==> config.mk <==
export PLATFORM = sky130hd
export DESIGN_NAME = imuspi_top
export DESIGN_NICKNAME = d
export VERILOG_FILES = /design/src/imuspi_pkg.sv /design/src/imuspi_top.sv
export SDC_FILE = /design/constraint.sdc
export NUM_CORES = 1
export LEC_CHECK = 0
export BUFFER_PORTS_ARGS = -buffer_cell sky130_fd_sc_hd__buf_2
export CAP_MARGIN = 20
export CORE_MARGIN = 1.5
export CORE_UTILIZATION = 50
export CTS_CLUSTER_SIZE = 14
export DETAILED_ROUTE_END_ITERATION = 8
export PLACE_DENSITY = 0.69
export SYNTH_ARGS = -nofsm -noshare
export SYNTH_HDL_FRONTEND = slang
export SYNTH_HIERARCHICAL = 1
export SYNTH_SLANG_ARGS = --single-unit
==> constraint.sdc <==
create_clock -name core_clk -period 4.72 [get_ports core_clk]
set_input_delay 0.472 -clock core_clk [delete_from_list [all_inputs] [get_ports core_clk]]
set_output_delay 0.472 -clock core_clk [all_outputs]
set_load 0.03 [all_outputs]
==> src/imuspi_pkg.sv <==
package imuspi_pkg;

    // ==========================================================
    // Link framing
    // ==========================================================
    localparam int unsigned WORD_BITS     = 16;
    localparam logic [3:0]  LAST_BIT      = 4'hf;
    localparam int unsigned ADDR_MSB      = 14;
    localparam int unsigned ADDR_LSB      = 8;
    localparam int unsigned WRITE_BIT     = 15;

    // ==========================================================
    // Register addresses (byte addresses on the link)
    // ==========================================================
    localparam logic [6:0]  ADDR_MODE_CTRL   = 7'h02;
    localparam logic [6:0]  ADDR_MODE_CMD    = 7'h03;
    localparam logic [6:0]  ADDR_DIAG_STATUS = 7'h04;
    localparam logic [6:0]  ADDR_RATE_WORD   = 7'h04;
    localparam logic [6:0]  ADDR_RATE_CODE   = 7'h05;
    localparam logic [6:0]  ADDR_SAMPLE_LO   = 7'h06;
    localparam logic [6:0]  ADDR_SAMPLE_HI   = 7'h28;
    localparam logic [6:0]  ADDR_UART_CTRL   = 7'h08;
    localparam logic [6:0]  ADDR_GLOBAL_CMD  = 7'h0a;
    localparam logic [6:0]  ADDR_COUNT       = 7'h0a;
    localparam logic [6:0]  ADDR_SERIAL1     = 7'h74;
    localparam logic [6:0]  ADDR_SERIAL2     = 7'h76;
    localparam logic [6:0]  ADDR_SERIAL3     = 7'h78;
    localparam logic [6:0]  ADDR_SERIAL4     = 7'h7a;
    localparam logic [6:0]  ADDR_PAGE_SELECT = 7'h7e;

    // ==========================================================
    // Field positions and values
    // ==========================================================
    localparam logic [7:0]  PAGE_0           = 8'h00;
    localparam logic [7:0]  PAGE_1           = 8'h01;
    localparam int unsigned NOT_READY_BIT    = 10;
    localparam int unsigned FAULT_LSB        = 5;
    localparam logic [7:0]  MODE_CONFIG_CODE = 8'h04;
    localparam logic [7:0]  MODE_SAMPLE_CODE = 8'h00;
    localparam logic [7:0]  CMD_START_SAMPLE = 8'h01;
    localparam logic [7:0]  CMD_STOP_SAMPLE  = 8'h02;
    localparam logic [4:0]  COUNT_INDEX      = 5'h05;

    // ==========================================================
    // Reset values
    // ==========================================================
    localparam logic [7:0]  RATE_CODE_RESET  = 8'h00;
    localparam logic [7:0]  UART_CTRL_RESET  = 8'h00;
    localparam logic [15:0] WORD_RESET       = 16'h0000;

    // ==========================================================
    // Timing
    // ==========================================================
    localparam int unsigned CLK_KHZ          = 125000;
    localparam int unsigned READY_TIME_MS    = 800;
    localparam int unsigned READY_CYCLES     = READY_TIME_MS * CLK_KHZ;

    // ==========================================================
    // Types
    // ==========================================================
    typedef struct packed {
        logic [4:0]  index;
        logic [15:0] data;
    } imuspi_sample_s;

    typedef enum logic [0:0] {
        IMUSPI_CONFIG   = 1'b0,
        IMUSPI_SAMPLING = 1'b1
    } imuspi_mode_e;

endpackage

==> src/imuspi_top.sv <==
`timescale 1ns/1ps

// ==============================================================
// Sample FIFO
// ==============================================================
module imuspi_fifo #(
    parameter int unsigned WIDTH = 21,
    parameter int unsigned DEPTH = 16
) (
    // Clock and reset
    input  wire logic             core_clk,
    input  wire logic             rst_n,
    // Fill side
    input  wire logic             in_valid,
    output logic                  in_ready,
    input  wire logic [WIDTH-1:0] in_data,
    // Drain side
    output logic                  out_valid,
    input  wire logic             out_ready,
    output logic      [WIDTH-1:0] out_data
);
    localparam int unsigned PW = $clog2(DEPTH);

    // Checked while the design is elaborated, so a bad depth never reaches the logic.
    if (DEPTH < 2 || (1 << PW) != DEPTH) begin
        $error("FIFO depth must be a power of two of at least two.");
    end

    logic [WIDTH-1:0] mem [0:DEPTH-1];
    logic [PW-1:0]    wr_ptr;
    logic [PW-1:0]    rd_ptr;
    logic [PW:0]      count;
    logic [PW:0]      next_count;
    logic             push;
    logic             pop;

    assign push       = in_valid && in_ready;
    assign pop        = out_valid && out_ready;
    assign next_count = count + {{PW{1'b0}}, push} - {{PW{1'b0}}, pop};
    assign out_data   = mem[rd_ptr];

    always_ff @(posedge core_clk) begin
        if (push) begin
            mem[wr_ptr] <= in_data;
        end
    end

    always_ff @(posedge core_clk or negedge rst_n) begin
        if (!rst_n) begin
            wr_ptr    <= '0;
            rd_ptr    <= '0;
            count     <= '0;
            in_ready  <= 1'b0;
            out_valid <= 1'b0;
        end else begin
            wr_ptr    <= wr_ptr + PW'(push);
            rd_ptr    <= rd_ptr + PW'(pop);
            count     <= next_count;
            in_ready  <= next_count != (PW+1)'(DEPTH);
            out_valid <= next_count != '0;
        end
    end
endmodule

// ==============================================================
// Host access logic
// ==============================================================
module imuspi_top #(
    parameter int unsigned READY_CYCLES = imuspi_pkg::READY_CYCLES,
    parameter int unsigned FIFO_DEPTH   = 16,
    parameter logic [63:0] SERIAL_ASCII = 64'h3736353433323130
) (
    // Clock and reset
    input  wire logic                   core_clk,
    input  wire logic                   rst_n,
    // Serial link
    input  wire logic                   spi_sclk,
    input  wire logic                   spi_cs_n,
    input  wire logic                   spi_mosi,
    output logic                        spi_miso,
    output logic                        spi_miso_oe,
    output logic                        data_ready,
    // Sensor core sample stream
    input  wire logic                   sample_valid,
    output logic                        sample_ready,
    input  wire imuspi_pkg::imuspi_sample_s sample_word,
    // Core status and settings
    input  wire logic [1:0]             hardware_fault_field,
    output logic                        sampling_mode,
    output logic [7:0]                  rate_code,
    output logic [7:0]                  uart_control
);
    // The serial number default is arbitrary.
    if (READY_CYCLES < 2) begin
        $error("Start-up count must be at least two cycles.");
    end

    // ==========================================================
    // Input synchronisers
    // ==========================================================
    logic [1:0] sclk_sync;
    logic [1:0] cs_sync;
    logic [1:0] mosi_sync;
    logic       sclk_prev;
    logic       cs_prev;

    always_ff @(posedge core_clk or negedge rst_n) begin
        if (!rst_n) begin
            sclk_sync <= 2'h3;
            cs_sync   <= 2'h3;
            mosi_sync <= 2'h0;
            sclk_prev <= 1'b1;
            cs_prev   <= 1'b1;
        end else begin
            sclk_sync <= {sclk_sync[0], spi_sclk};
            cs_sync   <= {cs_sync[0], spi_cs_n};
            mosi_sync <= {mosi_sync[0], spi_mosi};
            sclk_prev <= sclk_sync[1];
            cs_prev   <= cs_sync[1];
        end
    end

    logic sclk_rise;
    logic sclk_fall;
    logic frame_start;
    logic in_frame;

    assign in_frame    = !cs_sync[1];
    assign frame_start = cs_prev && !cs_sync[1];
    assign sclk_rise   = in_frame && !sclk_prev && sclk_sync[1];
    assign sclk_fall   = in_frame && sclk_prev && !sclk_sync[1];

    // ==========================================================
    // Shift engine
    // ==========================================================
    logic [15:0] rx_shift;
    logic [3:0]  bit_count;
    logic [15:0] tx_shift;
    logic [15:0] response;
    logic        cmd_done;
    logic [15:0] cmd_word;

    always_ff @(posedge core_clk or negedge rst_n) begin
        if (!rst_n) begin
            rx_shift  <= imuspi_pkg::WORD_RESET;
            bit_count <= 4'h0;
            cmd_done  <= 1'b0;
            cmd_word  <= imuspi_pkg::WORD_RESET;
        end else begin
            cmd_done <= 1'b0;
            if (frame_start) begin
                bit_count <= 4'h0;
            end else if (sclk_rise) begin
                rx_shift  <= {rx_shift[14:0], mosi_sync[1]};
                bit_count <= bit_count + 4'h1;
                if (bit_count == imuspi_pkg::LAST_BIT) begin
                    cmd_done <= 1'b1;
                    cmd_word <= {rx_shift[14:0], mosi_sync[1]};
                end
            end
        end
    end

    // Output changes on the falling edge so the host samples a settled bit on rising.
    always_ff @(posedge core_clk or negedge rst_n) begin
        if (!rst_n) begin
            tx_shift    <= imuspi_pkg::WORD_RESET;
            spi_miso    <= 1'b0;
            spi_miso_oe <= 1'b0;
        end else begin
            spi_miso_oe <= in_frame;
            if (frame_start) begin
                tx_shift <= response;
                spi_miso <= response[15];
            end else if (sclk_fall) begin
                spi_miso <= tx_shift[15];
                tx_shift <= {tx_shift[14:0], 1'b0};
            end
        end
    end

    // ==========================================================
    // Command decode
    // ==========================================================
    logic       cmd_write;
    logic [6:0] cmd_addr;
    logic [7:0] cmd_data;
    logic       write_done;
    logic       read_done;

    assign cmd_write  = cmd_word[imuspi_pkg::WRITE_BIT];
    assign cmd_addr   = cmd_word[imuspi_pkg::ADDR_MSB:imuspi_pkg::ADDR_LSB];
    assign cmd_data   = cmd_word[7:0];
    assign write_done = cmd_done && cmd_write;
    assign read_done  = cmd_done && !cmd_write;

    logic [7:0]  page_number;
    logic        page_one;
    logic        not_ready;
    logic [31:0] ready_count;
    logic [15:0] sample_bank [0:31];

    assign page_one = page_number == imuspi_pkg::PAGE_1;

    function automatic logic writes_to(input logic [6:0] a, input logic w1, input logic [6:0] t,
                                       input logic tw1);
        writes_to = (a == t) && (w1 == tw1);
    endfunction

    // Only one byte register is touched by one write command.
    always_ff @(posedge core_clk or negedge rst_n) begin
        if (!rst_n) begin
            page_number  <= imuspi_pkg::PAGE_0;
            rate_code    <= imuspi_pkg::RATE_CODE_RESET;
            uart_control <= imuspi_pkg::UART_CTRL_RESET;
        end else if (write_done) begin
            if (cmd_addr == imuspi_pkg::ADDR_PAGE_SELECT) begin
                page_number <= cmd_data;
            end else if (writes_to(cmd_addr, page_one, imuspi_pkg::ADDR_RATE_CODE, 1'b1)) begin
                rate_code <= cmd_data;
            end else if (writes_to(cmd_addr, page_one, imuspi_pkg::ADDR_UART_CTRL, 1'b1)) begin
                uart_control <= cmd_data;
            end
        end
    end

    // ==========================================================
    // Mode and start-up
    // ==========================================================
    imuspi_pkg::imuspi_mode_e mode;
    logic                     mode_cmd;

    assign mode_cmd = write_done
                   && writes_to(cmd_addr, page_one, imuspi_pkg::ADDR_MODE_CMD, 1'b0);

    always_ff @(posedge core_clk or negedge rst_n) begin
        if (!rst_n) begin
            mode          <= imuspi_pkg::IMUSPI_CONFIG;
            sampling_mode <= 1'b0;
        end else begin
            if (mode_cmd) begin
                case (cmd_data)
                    imuspi_pkg::CMD_START_SAMPLE: begin
                        mode          <= imuspi_pkg::IMUSPI_SAMPLING;
                        sampling_mode <= 1'b1;
                    end
                    imuspi_pkg::CMD_STOP_SAMPLE: begin
                        mode          <= imuspi_pkg::IMUSPI_CONFIG;
                        sampling_mode <= 1'b0;
                    end
                    default: begin
                        mode          <= mode;
                        sampling_mode <= sampling_mode;
                    end
                endcase
            end
        end
    end

    always_ff @(posedge core_clk or negedge rst_n) begin
        if (!rst_n) begin
            ready_count <= 32'h0;
            not_ready   <= 1'b1;
        end else if (not_ready) begin
            if (ready_count == READY_CYCLES - 1) begin
                not_ready <= 1'b0;
            end else begin
                ready_count <= ready_count + 32'h1;
            end
        end
    end

    // ==========================================================
    // Sample path
    // ==========================================================
    imuspi_pkg::imuspi_sample_s fifo_word;
    logic                       fifo_valid;
    logic                       fifo_take;
    logic                       count_read;

    // Draining halts while a set waits for the host, so a set is never torn mid-read.
    assign fifo_take  = fifo_valid && sampling_mode && !data_ready;
    assign count_read = read_done && !page_one && cmd_addr == imuspi_pkg::ADDR_COUNT;

    imuspi_fifo #(
        .WIDTH ($bits(imuspi_pkg::imuspi_sample_s)),
        .DEPTH (FIFO_DEPTH)
    ) u_fifo (
        .core_clk  (core_clk),
        .rst_n     (rst_n),
        .in_valid  (sample_valid),
        .in_ready  (sample_ready),
        .in_data   (sample_word),
        .out_valid (fifo_valid),
        .out_ready (fifo_take),
        .out_data  (fifo_word)
    );

    always_ff @(posedge core_clk) begin
        if (fifo_take) begin
            sample_bank[fifo_word.index] <= fifo_word.data;
        end
    end

    always_ff @(posedge core_clk or negedge rst_n) begin
        if (!rst_n) begin
            data_ready <= 1'b0;
        end else if (fifo_take && fifo_word.index == imuspi_pkg::COUNT_INDEX) begin
            data_ready <= 1'b1;
        end else if (count_read || !sampling_mode) begin
            data_ready <= 1'b0;
        end
    end

    // ==========================================================
    // Read response
    // ==========================================================
    function automatic logic [15:0] read_mux(input logic [6:0] a, input logic w1);
        logic [6:0] wa;
        wa       = {a[6:1], 1'b0};
        read_mux = imuspi_pkg::WORD_RESET;
        if (wa == imuspi_pkg::ADDR_PAGE_SELECT) begin
            read_mux = {8'h00, page_number};
        end else if (w1) begin
            case (wa)
                imuspi_pkg::ADDR_GLOBAL_CMD:  read_mux = 16'(not_ready)
                                                         << imuspi_pkg::NOT_READY_BIT;
                imuspi_pkg::ADDR_RATE_WORD:   read_mux = {rate_code, 8'h00};
                imuspi_pkg::ADDR_UART_CTRL:   read_mux = {8'h00, uart_control};
                imuspi_pkg::ADDR_SERIAL1:     read_mux = {SERIAL_ASCII[15:8], SERIAL_ASCII[7:0]};
                imuspi_pkg::ADDR_SERIAL2:     read_mux = SERIAL_ASCII[31:16];
                imuspi_pkg::ADDR_SERIAL3:     read_mux = SERIAL_ASCII[47:32];
                imuspi_pkg::ADDR_SERIAL4:     read_mux = SERIAL_ASCII[63:48];
                default:                      read_mux = imuspi_pkg::WORD_RESET;
            endcase
        end else if (wa == imuspi_pkg::ADDR_MODE_CTRL) begin
            read_mux = {(mode == imuspi_pkg::IMUSPI_CONFIG) ? imuspi_pkg::MODE_CONFIG_CODE
                                                             : imuspi_pkg::MODE_SAMPLE_CODE,
                        8'h00};
        end else if (wa == imuspi_pkg::ADDR_DIAG_STATUS) begin
            read_mux = 16'(hardware_fault_field) << imuspi_pkg::FAULT_LSB;
        end else if (wa >= imuspi_pkg::ADDR_SAMPLE_LO && wa <= imuspi_pkg::ADDR_SAMPLE_HI) begin
            read_mux = sample_bank[wa[5:1]];
        end
        return read_mux;
    endfunction

    // A write leaves a zero word behind, so the following transfer carries no data.
    always_ff @(posedge core_clk or negedge rst_n) begin
        if (!rst_n) begin
            response <= imuspi_pkg::WORD_RESET;
        end else if (read_done) begin
            response <= read_mux(cmd_addr, page_one);
        end else if (write_done) begin
            response <= imuspi_pkg::WORD_RESET;
        end
    end
endmodule
==> results.cfg <==
[outcome]
outcome = completed

[pwr]
p_sw_mw = 3.92
p_leak_nw = 14.0
max-vdd-ir-drop_uv = 376
intPower_mw = 14.2
power_frac_seq = 0.531
power_density_nw_per_um2 = 429
netSwitchingFraction = 0.217
power_frac_comb = 0.054
clock_power_share = 0.414

[timing]
maxSlewHeadroom = 0.271
worstMarginPinSlew_ns = 1.09
timing.final.crit_share = 0.805
hold_viol = 0
whs_ns = 0.165
worst_clock_skew_ns = 0.0361
slew_violations = 0
setup_viol = 0
finalSetupTns_ns = 0
max_freq_ghz = 0.263
rsz0062_at_grt = no
min_period_ns = 3.80

[min_path]
min-delay-start = hardware_fault_field[0]
min_path_type = input pin to flip-flop
hold_end = response[5]
hold_depth = 3

[setup_path]
r2r_end = sample_bank[4][5]
ff2ff_setup_slack_ns = 0.92
critPathRequiredTime_ns = 5.05
r2r_cells = 7
setup.worst_path.end_class = flip-flop
criticalPathCategory = flip-flop to flip-flop
r2r_start = u_fifo/rd_ptr[1]
critical_path_arrival_ns = 4.13
critPathMaxFanout = 28
critPathLaunchType = flip-flop

[floorplan]
core_um2 = 74200
rows = 100
io_pins = 50
die_h_um = 276
initial_core_util = 0.503
die_w_um = 276
design.die.area_um2 = 76400

[placed_design]
gp_congestion = 0.859
io_buffers = 49
place_inst = 2976
dp_hpwl_um = 50700

[finish]
mostFrequentLayoutCells = edfxtp_1 (788), dfrtp_1 (141), mux2i_1 (131), mux4_2 (118), clkbuf_16 (98)
nFillCells = 5417
drive_gt1_frac = 0.230
fin_nets = 2153
fin_cells = 3160
num_antenna_cells = 0
area_delta_synth_final_pct = 12.8
final_common_cell = edfxtp_1

[logic_synthesis]
synth_seq_area_share = 0.736
syn_area_um2 = 37400
synth_flop_cell = edfxtp_1
synth_fp_nets = 2023
async_reset_ff_frac = 0.162
ys_types = 76
synth_edf_count = 788
yosysWarnings = 6
avgSynthCellArea_um2 = 18.8
ys_ff_latch = 940
synthesis.instances = 1984

[route]
drc = 0
firstDrtPassIters = 7
ant_nets = 0
vias = 19200
vias_per_cell = 6.08
avgRoutedWirePerCell_um = 26.0
drt_wl_total_um = 82200
drtIter0Drc = 1686

[cts]
cts.sinks = 940
cts_buffer_depth = 3
clk-insertion-delay-late_ns = 0.65
cts_tree = yes
cts_resized = 0
cts_made_buffers = 94
root_buffer = clkbuf_16
h-tree-depth = 3
path_clk_slew_ns = 0.06
postCtsSetupBuffers = 0

[flow_run]
drv_cap = 0

[global_route]
grt.overflow.total = 0
grt_use_total = 0.217
first_global_vias = 19800
grt_max_degree = 77
antenna_found_initial = 1
grt_pass1_wl_um = 124000
[per-stage QoR]
step	setup WS, ns	instance area (um2)	power, mW	util
floorplan	1.55	37400	10.3	-
global placement	0.973	38800	10.7	0.523
detailed placement	0.911	38800	10.7	0.523
CTS	0.929	42000	18.2	0.566
global route	0.735	42100	18.6	0.568
finish	0.920	42100	18.1	0.568
[per-layer routing]
metal | routed length (um) | GRT usage | vias to the layer above
li1 | - | - | 8310
met1 | 33600 | 0.292 | 10100
met2 | 41400 | 0.366 | 687
met3 | 5060 | 0.0350 | 144
met4 | 2130 | 0.0636 | 0
met5 | 0 | 0 | -
[Yosys cell counts, drive strengths merged (5+ instances only)]
cell type,instances,share of area
o221ai,7,0.0016
ha,9,0.0030
dfstp,7,0.0049
nor2,73,0.0073
mux2i,131,0.035
buf,67,0.014
or3,8,0.0013
nand2b,9,0.0015
edfxtp,788,0.63
xnor2,24,0.0056
and4,6,0.0014
nor4,12,0.0026
o22a,7,0.0016
nor2b,11,0.0018
nand2,92,0.0092
xor2,20,0.0047
a22oi,46,0.0092
a22o,7,0.0016
nor3,21,0.0034
o211ai,5,0.0010
dfrtp,145,0.097
and3,9,0.0015
nand3,36,0.0048
mux2,57,0.017
inv,14,0.0014
nand4,12,0.0020
a21oi,19,0.0026
nand3b,7,0.0014
a221oi,51,0.014
mux4,144,0.089
and2,8,0.0013
o21ai,46,0.0062
clkbuf,34,0.0034
[area by class of cell]
type / instances / area [um2] / area share
clock inverters: 47 / 480 / 0.0114
inverters: 14 / 52.6 / 0.00125
flip-flops and latches: 940 / 27500 / 0.652
clock buffers: 126 / 2640 / 0.0626
repair buffers: 135 / 1050 / 0.0248
well taps: 969 / 1210 / 0.0288
multi-input cells: 929 / 9230 / 0.219
[power groups by stage]
stage	registers, mW	clock network, mW	logic, mW
after floorplan	9.74	0	0.521
after global placement	9.76	0	0.907
after detailed placement	9.78	0	0.954
after CTS	9.61	7.61	0.961
after global routing	9.64	7.93	1.06
final	9.61	7.49	0.981
[critical path, cell delays in order (launching register included)]
cell      delay, ns
dfrtp_2        0.66
and2_2         0.70
a221oi_1       0.26
a22oi_1        0.22
nand2_1        0.13
or3_1          0.55
nor2_1         0.63
buf_4          0.32
[what timing repair did]
action	CTS	global route
hold buffers	4	0
endpoints found under the setup margin	0	0
endpoints found under the hold margin	71	0
[worst max path at each step]
stage | start | end | slack (ns) | depth (start not counted)
final | u_fifo/rd_ptr[1] | sample_bank[4][5] | 0.92 | 7
after global routing | u_fifo/rd_ptr[1] | sample_bank[4][5] | 0.74 | 7
after CTS | u_fifo/rd_ptr[1] | sample_bank[4][5] | 0.93 | 7
after detailed placement | u_fifo/rd_ptr[1] | sample_bank[4][2] | 0.91 | 7
after global placement | u_fifo/rd_ptr[1] | sample_bank[4][10] | 0.97 | 7
after floorplan | u_fifo/rd_ptr[0] | sample_bank[12][0] | 1.55 | 8
[cell families (layout without fill, tap and decap cells)]
family,after synthesis,count (layout),share of synthesized area
flip-flops,940,940,0.736
multiplexers,332,332,0.142
AND/OR/NAND/NOR,316,316,0.0426
AO/OA/AOI/OAI,227,227,0.0470
buffers and inverters,115,322,0.0193
XOR/XNOR,44,44,0.0103
adder cells (fa/ha/maj),10,10,0.00355
[registers in the layout, indices dropped and copies added, names as in the netlist, 15 cells and up]
register / flops
cmd_word: 16
u_fifo/mem: 336
tx_shift: 16
rx_shift: 15
sample_bank: 452
response: 16
ready_count: 32
No activity file was read; power rests on OpenSTA's default activity.
